## src/anr_pkg.sv

```systemverilog
// constants for the autonegotiation ability register block
// assumes a clause 45 frame engine outside decodes device and register addresses
package anr_pkg;
    // ****************************************
    // addressing
    // ****************************************
    localparam logic [4:0] DEVAD_AN = 5'h07;
    localparam logic [15:0] ADDR_LOCAL_ADV_UPPER = 16'h0204;
    localparam logic [15:0] ADDR_PARTNER_LOWER = 16'h0205;
    localparam logic [15:0] ADDR_PARTNER_MIDDLE = 16'h0206;
    localparam logic [15:0] ADDR_PARTNER_HIGH = 16'h0207;

    // ****************************************
    // field positions
    // ****************************************
    localparam int BIT_HI_ABL = 13;
    localparam int BIT_HI_REQ = 12;
    localparam int BIT_LP_NEXT_PAGE = 15;
    localparam int BIT_LP_ACK = 14;
    localparam int BIT_LP_REMOTE_FAULT = 13;
    localparam int BIT_LP_ROLE_FORCED = 12;
    localparam int BIT_LP_PAUSE_LO = 10;
    localparam int BIT_LP_ROLE = 4;

    // ****************************************
    // values after reset and fixed values
    // ****************************************
    localparam logic [15:0] RST_WORD = 16'h0000;
    localparam logic [4:0] SELECTOR_STD = 5'h01;
    localparam logic [1:0] STRAP_SETTLE = 2'h3;
endpackage : anr_pkg

```

## src/anr_ability_regs.sv

```systemverilog
// autonegotiation local upper advertisement word, partner base page words,
// and transmit amplitude resolution
// assumes decoded clause 45 register accesses arrive as one-cycle strobes on clk_sys,
// partner page fields come from negotiation logic on the same clock,
// strap pins are asynchronous
`timescale 1ns/1ps
module anr_ability_regs (
    // clock and reset
    input wire logic clk_sys,
    input wire logic rst_n,
    // register access
    input wire logic [4:0] reg_devad,
    input wire logic [15:0] reg_addr,
    input wire logic reg_wr_stb,
    input wire logic reg_rd_stb,
    input wire logic [15:0] reg_wdata,
    output logic [15:0] reg_rdata_r,
    output logic reg_rd_valid_r,
    // configuration pins
    input wire logic strap_high_amplitude_capable,
    input wire logic strap_high_amplitude_request,
    // partner base page from negotiation logic
    input wire logic partner_page_received,
    input wire logic partner_next_page_request,
    input wire logic partner_acknowledge,
    input wire logic partner_remote_fault,
    input wire logic partner_role_forced,
    input wire logic [1:0] partner_pause_ability,
    input wire logic [15:0] partner_middle_live,
    input wire logic [15:0] partner_high_live,
    // resolved state
    output logic local_high_amplitude_capable_r,
    output logic local_high_amplitude_request_r,
    output logic tx_high_level_r
);

    // ****************************************
    // strap synchronisers and settle counter
    // ****************************************
    logic [1:0] strap_meta_r;
    logic [1:0] strap_sync_r;
    logic [1:0] strap_cnt_r;
    logic strap_busy;

    always_ff @(posedge clk_sys or negedge rst_n)
    begin
        if (!rst_n)
        begin
            strap_meta_r <= 2'h0;
            strap_sync_r <= 2'h0;
        end
        else
        begin
            strap_meta_r <= {strap_high_amplitude_capable, strap_high_amplitude_request};
            strap_sync_r <= strap_meta_r;
        end
    end

    assign strap_busy = (strap_cnt_r != anr_pkg::STRAP_SETTLE);

    always_ff @(posedge clk_sys or negedge rst_n)
    begin
        if (!rst_n)
            strap_cnt_r <= 2'h0;
        else if (strap_busy)
            strap_cnt_r <= strap_cnt_r + 2'h1;
    end

    // ****************************************
    // access decode
    // ****************************************
    logic dev_hit;
    logic wr_local;
    logic rd_lower;

    assign dev_hit = (reg_devad == anr_pkg::DEVAD_AN);
    assign wr_local = reg_wr_stb && dev_hit && (reg_addr == anr_pkg::ADDR_LOCAL_ADV_UPPER);
    assign rd_lower = reg_rd_stb && dev_hit && (reg_addr == anr_pkg::ADDR_PARTNER_LOWER);

    // ****************************************
    // local advertisement upper word
    // ****************************************
    always_ff @(posedge clk_sys or negedge rst_n)
    begin
        if (!rst_n)
        begin
            local_high_amplitude_capable_r <= 1'b0;
            local_high_amplitude_request_r <= 1'b0;
        end
        else if (strap_busy)
        begin
            local_high_amplitude_capable_r <= strap_sync_r[1];
            local_high_amplitude_request_r <= strap_sync_r[0];
        end
        else if (wr_local)
        begin
            // only bits 13 and 12 are stored; others are dropped
            local_high_amplitude_capable_r <= reg_wdata[anr_pkg::BIT_HI_ABL];
            local_high_amplitude_request_r <= reg_wdata[anr_pkg::BIT_HI_REQ];
        end
    end

    // ****************************************
    // partner snapshot of middle and high words
    // ****************************************
    logic [15:0] partner_middle_hold_r;
    logic [15:0] partner_high_hold_r;

    always_ff @(posedge clk_sys or negedge rst_n)
    begin
        if (!rst_n)
        begin
            partner_middle_hold_r <= anr_pkg::RST_WORD;
            partner_high_hold_r <= anr_pkg::RST_WORD;
        end
        else if (rd_lower)
        begin
            // middle word bit 4 carries the partner role, 1 leader
            partner_middle_hold_r <= partner_middle_live;
            partner_high_hold_r <= partner_high_live;
        end
    end

    // ****************************************
    // transmit amplitude resolution
    // ****************************************
    logic both_capable;
    logic any_request;
    logic tx_high_level_nxt;

    assign both_capable = local_high_amplitude_capable_r && partner_high_live[anr_pkg::BIT_HI_ABL];
    assign any_request = local_high_amplitude_request_r || partner_high_live[anr_pkg::BIT_HI_REQ];

    always_comb
    begin
        if (!both_capable)
            tx_high_level_nxt = 1'b0;
        else if (any_request)
            tx_high_level_nxt = 1'b1;
        else
            tx_high_level_nxt = 1'b0;
    end

    always_ff @(posedge clk_sys or negedge rst_n)
    begin
        if (!rst_n)
            tx_high_level_r <= 1'b0;
        else
            tx_high_level_r <= tx_high_level_nxt;
    end

    // ****************************************
    // read data
    // ****************************************
    logic [15:0] local_word;
    logic [15:0] lower_word;
    logic [15:0] rdata_nxt;

    always_comb
    begin
        local_word = anr_pkg::RST_WORD;
        local_word[anr_pkg::BIT_HI_ABL] = local_high_amplitude_capable_r;
        local_word[anr_pkg::BIT_HI_REQ] = local_high_amplitude_request_r;
    end

    always_comb
    begin
        lower_word = anr_pkg::RST_WORD;
        lower_word[anr_pkg::BIT_LP_NEXT_PAGE] = partner_next_page_request;
        lower_word[anr_pkg::BIT_LP_ACK] = partner_acknowledge;
        lower_word[anr_pkg::BIT_LP_REMOTE_FAULT] = partner_remote_fault;
        lower_word[anr_pkg::BIT_LP_ROLE_FORCED] = partner_role_forced;
        lower_word[anr_pkg::BIT_LP_PAUSE_LO+1 -: 2] = partner_pause_ability;
        if (partner_page_received)
            lower_word[4:0] = anr_pkg::SELECTOR_STD;
    end

    always_comb
    begin
        rdata_nxt = anr_pkg::RST_WORD;
        unique case (reg_addr)
            anr_pkg::ADDR_LOCAL_ADV_UPPER: rdata_nxt = local_word;
            anr_pkg::ADDR_PARTNER_LOWER: rdata_nxt = lower_word;
            anr_pkg::ADDR_PARTNER_MIDDLE: rdata_nxt = partner_middle_hold_r;
            anr_pkg::ADDR_PARTNER_HIGH: rdata_nxt = partner_high_hold_r;
            default: rdata_nxt = anr_pkg::RST_WORD;
        endcase
    end

    always_ff @(posedge clk_sys or negedge rst_n)
    begin
        if (!rst_n)
        begin
            reg_rdata_r <= anr_pkg::RST_WORD;
            reg_rd_valid_r <= 1'b0;
        end
        else
        begin
            reg_rd_valid_r <= reg_rd_stb && dev_hit;
            if (reg_rd_stb && dev_hit)
                reg_rdata_r <= rdata_nxt;
        end
    end

    // ****************************************
    // checks
    // ****************************************
    chk_abl_write: assert property (@(posedge clk_sys) disable iff (!rst_n)
        (wr_local && !strap_busy) |=> (local_high_amplitude_capable_r == $past(reg_wdata[13])))
        else $error("capable bit not taken from write");

    chk_req_write: assert property (@(posedge clk_sys) disable iff (!rst_n)
        (wr_local && !strap_busy) |=> (local_high_amplitude_request_r == $past(reg_wdata[12])))
        else $error("request bit not taken from write");

    chk_strap_load: assert property (@(posedge clk_sys) disable iff (!rst_n)
        strap_busy |=> ({local_high_amplitude_capable_r, local_high_amplitude_request_r}
         == $past(strap_sync_r)))
        else $error("local bits not loaded from straps");

    chk_foreign_write: assert property (@(posedge clk_sys) disable iff (!rst_n)
        (reg_wr_stb && !dev_hit && !strap_busy) |=> ($stable(local_high_amplitude_capable_r)
         && $stable(local_high_amplitude_request_r)))
        else $error("write to other device changed local bits");

    chk_low_not_capable: assert property (@(posedge clk_sys) disable iff (!rst_n)
        !(local_high_amplitude_capable_r && partner_high_live[13]) |=> !tx_high_level_r)
        else $error("high level without both capable");

    chk_high_on_request: assert property (@(posedge clk_sys) disable iff (!rst_n)
        (local_high_amplitude_capable_r && partner_high_live[13]
         && (local_high_amplitude_request_r || partner_high_live[12])) |=> tx_high_level_r)
        else $error("high level not selected");

    chk_low_no_request: assert property (@(posedge clk_sys) disable iff (!rst_n)
        (local_high_amplitude_capable_r && partner_high_live[13]
         && !local_high_amplitude_request_r && !partner_high_live[12]) |=> !tx_high_level_r)
        else $error("high level without request");

    chk_local_readback: assert property (@(posedge clk_sys) disable iff (!rst_n)
        (reg_rd_stb && dev_hit && reg_addr == 16'h0204) |=> (reg_rd_valid_r
         && reg_rdata_r == {2'b00, $past(local_high_amplitude_capable_r),
         $past(local_high_amplitude_request_r), 12'h000}))
        else $error("local upper word readback wrong");

    chk_lower_reserved: assert property (@(posedge clk_sys) disable iff (!rst_n)
        (rd_lower) |=> (reg_rdata_r[9:5] == 5'h00
         && reg_rdata_r[15] == $past(partner_next_page_request)))
        else $error("lower word reserved or next page wrong");

    chk_lower_status: assert property (
        @(posedge clk_sys) disable iff (!rst_n)
        rd_lower |=> (reg_rdata_r[15] == $past(partner_next_page_request)
         && reg_rdata_r[14] == $past(partner_acknowledge)
         && reg_rdata_r[13] == $past(partner_remote_fault)
         && reg_rdata_r[12] == $past(partner_role_forced)))
        else $error("partner status bits wrong");

    chk_lower_pause: assert property (@(posedge clk_sys) disable iff (!rst_n)
        rd_lower |=> (reg_rdata_r[11:10] == $past(partner_pause_ability)))
        else $error("partner pause bits wrong");

    chk_snapshot_take: assert property (@(posedge clk_sys) disable iff (!rst_n)
        rd_lower |=> (partner_middle_hold_r == $past(partner_middle_live)
         && partner_high_hold_r == $past(partner_high_live)))
        else $error("snapshot not captured");

    chk_hold_steady: assert property (@(posedge clk_sys) disable iff (!rst_n)
        !rd_lower |=> ($stable(partner_middle_hold_r) && $stable(partner_high_hold_r)))
        else $error("snapshot moved without lower read");

    chk_middle_snapshot: assert property (@(posedge clk_sys) disable iff (!rst_n)
        (reg_rd_stb && dev_hit && reg_addr == 16'h0206)
         |=> (reg_rdata_r == $past(partner_middle_hold_r)))
        else $error("middle read not from snapshot");

    chk_high_snapshot: assert property (@(posedge clk_sys) disable iff (!rst_n)
        (reg_rd_stb && dev_hit && reg_addr == 16'h0207)
         |=> (reg_rdata_r == $past(partner_high_hold_r)))
        else $error("high read not from snapshot");

    chk_unmapped_zero: assert property (@(posedge clk_sys) disable iff (!rst_n)
        (reg_rd_stb && dev_hit && (reg_addr < 16'h0204 || reg_addr > 16'h0207))
         |=> (reg_rd_valid_r && reg_rdata_r == 16'h0000))
        else $error("unmapped read not zero");

    chk_selector_value: assert property (@(posedge clk_sys) disable iff (!rst_n)
        rd_lower |=> (reg_rdata_r[4:0] == ($past(partner_page_received) ? 5'h01 : 5'h00)))
        else $error("selector field wrong");

endmodule : anr_ability_regs

```

## config.mk

```make
export PLATFORM = sky130hd
export DESIGN_NAME = anr_ability_regs
export DESIGN_NICKNAME = d
export VERILOG_FILES = /design/src/anr_pkg.sv /design/src/anr_ability_regs.sv
export SDC_FILE = /design/constraint.sdc
export NUM_CORES = 1
export LEC_CHECK = 0
export BUFFER_PORTS_ARGS = -buffer_cell sky130_fd_sc_hd__buf_2
export CAP_MARGIN = 10
export CORE_MARGIN = 4
export CORE_UTILIZATION = 40
export DETAILED_ROUTE_END_ITERATION = 6
export GPL_TIMING_DRIVEN = 0
export PLACE_DENSITY_LB_ADDON = 0.15
export SLEW_MARGIN = 25
export SYNTH_ARGS = -nofsm -noshare
export SYNTH_HDL_FRONTEND = slang
export SYNTH_SLANG_ARGS = --single-unit
export TNS_END_PERCENT = 50
```

## constraint.sdc

```tcl
create_clock -name clk_sys -period 1.15 [get_ports clk_sys]
set_input_delay 0.1725 -clock clk_sys [delete_from_list [all_inputs] [get_ports clk_sys]]
set_output_delay 0.1725 -clock clk_sys [all_outputs]
set_load 0.005 [all_outputs]
```

==> run_results.csv <==
group,metric,value,unit
status,failed_checks,"setup timing",
floorplanning,start_util,0.413,
finish,drive_gt1_frac,0.548,
floorplanning,die_area,7960,um^2
floorplanning,rows,29,
cts,cts_buffer_depth,2,
worst_hold_path,worst_hold_path.endpoint,"partner_middle_hold_r[15]$_DFFE_PN0P_",
logic_synthesis,synthDistinctLibCells,31,
logic_synthesis,syn-instance-count,186,
worst_setup_path,worstPathRequired,1.37,ns
worst_setup_path,rrSetupSlack,0.03,ns
route,num_vias,1847,
timing,min_period,1.41,ns
worst_setup_path,cp_slowest_cell,"mux2_4",
logic_synthesis,ys_seq_area_frac,0.550,
logic_synthesis,synthAdderAreaFrac,0.00474,
timing,min_period_over_period,1.23,
placement,dp.cells,348,
worst_setup_path,timing.rr.end,"reg_rdata_r[12]$_DFFE_PN0P_",
power_and_ir_drop,power_leakage,1.79,nW
logic_synthesis,synth_mux_area_frac,0.255,
worst_setup_path,r2r_cells,3,
route,first_pass_iters,4,
timing,fin_skew,0.00676,ns
cts,path_clk_slew,0.06,ns
placement,place_ws,-0.821,ns
global_route,grt_max_degree,59,
logic_synthesis,ys_warn_count,0,
logic_synthesis,synth_seq_cells,58,
route,wl_per_cell,16.8,um
worst_setup_path,critical_path.startpoint_type,"primary input",
floorplanning,die_y,89.2,um
timing,relSlewSlack,0.514,
power_and_ir_drop,vdd_drop_max,1.11,mV
worst_setup_path,cp_cell_sequence,"buf_6, nor4bb_4, and4_4, and3_4, buf_12, clkbuf_16, mux2_4",
placement,gp_congestion,0.721,
status,status,"complete, but fails checks",
global_route,grt_pass1_wl,9850,um
timing,hold_viol,0,
route,wl,6220,um
global_route,grt_pass1_vias,1894,
cts,htree_levels,3,
cts,cts_buffers,9,
route,via_per_inst,4.98,
placement,io_buffers,85,
logic_synthesis,syn_nets,269,
worst_hold_path,hp-class,"in2reg",
timing,rsz0062_at_grt,"true",
cts,clk_latency,0.34,ns
timing,drv_slew,0,
finish,regArea,1450,um^2
cts,cts_tree,"built",
finish,final_common_cell,"buf_2",
timing,fin_ws,-0.259,ns
global_route,grt_remaining_overflow,0,
timing,setup_violations,44,
run,maxCapViolCount,0,
finish,nFillCells,560,
logic_synthesis,synth-compound-area-share,0.0493,
worst_setup_path,worst_setup_path_end_kind,"flip-flop",
finish,syn_to_final_growth,36.5,%
logic_synthesis,synth-simple-area-share,0.0953,
cts,clock-sinks,58,
logic_synthesis,synth_xor_area_frac,0.00332,
cts,cts-root-buf,"clkbuf_8",
logic_synthesis,mappedNetlistArea,2640,um^2
finish,layout_common_cells,"buf_2, dfrtp_1, mux2_4",
finish,multi_input_area,1130,um^2
worst_hold_path,min-delay-start,"partner_middle_live[15]",
worst_setup_path,reg2reg_from,"partner_middle_hold_r[12]$_DFFE_PN0P_",
finish,nets,374,
global_route,antenna_found_initial,0,
floorplanning,ios,102,
route,postRouteAntennaNets,0,
timing,worst_pin_slew,0.729,ns
worst_setup_path,cp.arrival,1.63,ns
logic_synthesis,synth_top_family_by_area,"multiplexers",
power_and_ir_drop,powerDensity,1210,nW/um^2
timing,max_clock_freq,710,MHz
worst_setup_path,crit_fanout,5,
finish,n_antenna_cell,0,
floorplanning,dieWidth,89.2,um
global_route,grtUsageTotal,0.172,
route,dr.first_iter.drc_count,62,
worst_hold_path,holdPathStages,2,
worst_setup_path,crit_path_max_incr_delay,0.30,ns
logic_synthesis,avgSynthCellArea,14.2,um^2
route,route.detailed.drc,0,
floorplanning,core_area,6390,um^2
placement,hpwl,4390,um
finish,stdcell_count,371,
worst_setup_path,critPathKind,"in2reg",
## how the worst max path moves through the flow
| stage | end | startpoint | cells past startpoint | slack, ns |
|---|---|---|---|---|
| global route | partner_high_hold_r[14]$_DFFE_PN0P_ | reg_addr[15] | 7 | -0.30 |
| CTS | partner_middle_hold_r[2]$_DFFE_PN0P_ | reg_addr[13] | 8 | -0.31 |
| global placement | partner_high_hold_r[6]$_DFFE_PN0P_ | reg_devad[3] | 8 | -0.80 |
| floorplan | partner_high_hold_r[0]$_DFFE_PN0P_ | reg_addr[10] | 7 | -0.46 |
| finish | partner_high_hold_r[14]$_DFFE_PN0P_ | reg_addr[13] | 7 | -0.26 |
| detailed placement | partner_high_hold_r[6]$_DFFE_PN0P_ | reg_devad[3] | 8 | -0.82 |
## metal layers
layer / vias up / part of all wire / wire [um] / global-route usage
li1: 884 / - / - / -
met1: 907 / 0.43 / 2670 / 0.222
met2: 45 / 0.50 / 3120 / 0.274
met3: 11 / 0.053 / 328 / 0.0535
met4: 0 / 0.015 / 95 / 0.0650
met5: - / 0 / 0 / 0
## worst max-delay path: cells and delay by family
kind / cells / cell delay (ns)
buffers and inverters: 3 / 0.38
and+or+nand+nor: 3 / 0.78
muxes: 1 / 0.30
## through the flow
stage          instance area (um^2)  TNS (ns)   util  hold WS [ns]  power (mW)
3_3_place_gp                   3190    -47.04  0.500         0.282        2.35
4_1_cts                        3550     -9.62  0.557        0.0437        4.39
3_5_place_dp                   3200    -34.65  0.500         0.281        2.35
6_report                       3600     -7.78  0.564        0.0645        4.34
5_1_grt                        3600    -10.33  0.564        0.0430        4.52
2_1_floorplan                  2670    -15.97      -        -0.123        2.17
## synth_stat cells
cell type  instances  area (um^2)
clkbuf_1           3         11.3
nor2_1             4         15.0
ha_1               1         12.5
mux4_2             2         45.0
a22oi_1            2         15.0
and2_1             1         6.26
mux2_2             5         56.3
buf_2              2         10.0
dfrtp_1           58         1450
o21ai_0           11         55.1
xnor2_1            1         8.76
buf_12             4         80.1
and4_1             1         8.76
nand4_1            5         31.3
mux2i_1           12          120
o31ai_1            2         15.0
inv_2              1         3.75
o211a_1            1         10.0
nand3_2            1         10.0
buf_4              1         7.51
o211ai_1           3         22.5
nand3_1            5         25.0
nor2b_1            2         12.5
nor4bb_1           1         10.0
nor4_2             2         25.0
or3_1              2         12.5
a31oi_1            2         12.5
nand2_1           19         71.3
mux2_4            30          450
nor3b_2            1         12.5
and3_4             1         11.3
## flip-flops by register name, summed over array words and instances, names as in the netlist
register,flops
tx_high_level_r,1
strap_sync_r,2
reg_rdata_r,16
partner_middle_hold_r,16
strap_meta_r,2
strap_cnt_r,2
local_high_amplitude_request_r,1
partner_high_hold_r,16
local_high_amplitude_capable_r,1
reg_rd_valid_r,1
## report_power, final
group	internal, mW	switching, mW	total [mW]	leakage [nW]
Sequential	2.05	0.00634	2.06	0.785
Combinational	0.145	0.132	0.276	0.903
Clock	1.25	0.752	2.00	0.105
## cell families (layout without fill, tap and decap cells)
logic type               after synthesis  after routing
XOR/XNOR                               1              1
AO/OA/AOI/OAI                         21             21
flip-flops                            58             58
adder cells (fa/ha/maj)                1              1
AND/OR/NAND/NOR                       45             45
buffers and inverters                 11            119
multiplexers                          49             49
## repair_timing
item,CTS,global route
gates resized for setup,14,11
hold endpoints to repair,60,0
endpoints found under the setup margin,44,51
hold buffers,3,0
setup buffers,4,2
pin swaps,2,6
cloned,1,1
## area by class of cell
cell class,instances,area share
flip-flops and latches,58,0.403
multi-input cells,117,0.315
repair buffers,96,0.170
clock buffers,11,0.0393
well taps,77,0.0268
plain buffers,8,0.0261
clock inverters,3,0.0181
inverters,1,0.00174
No activity file was read; power rests on OpenSTA's default activity.
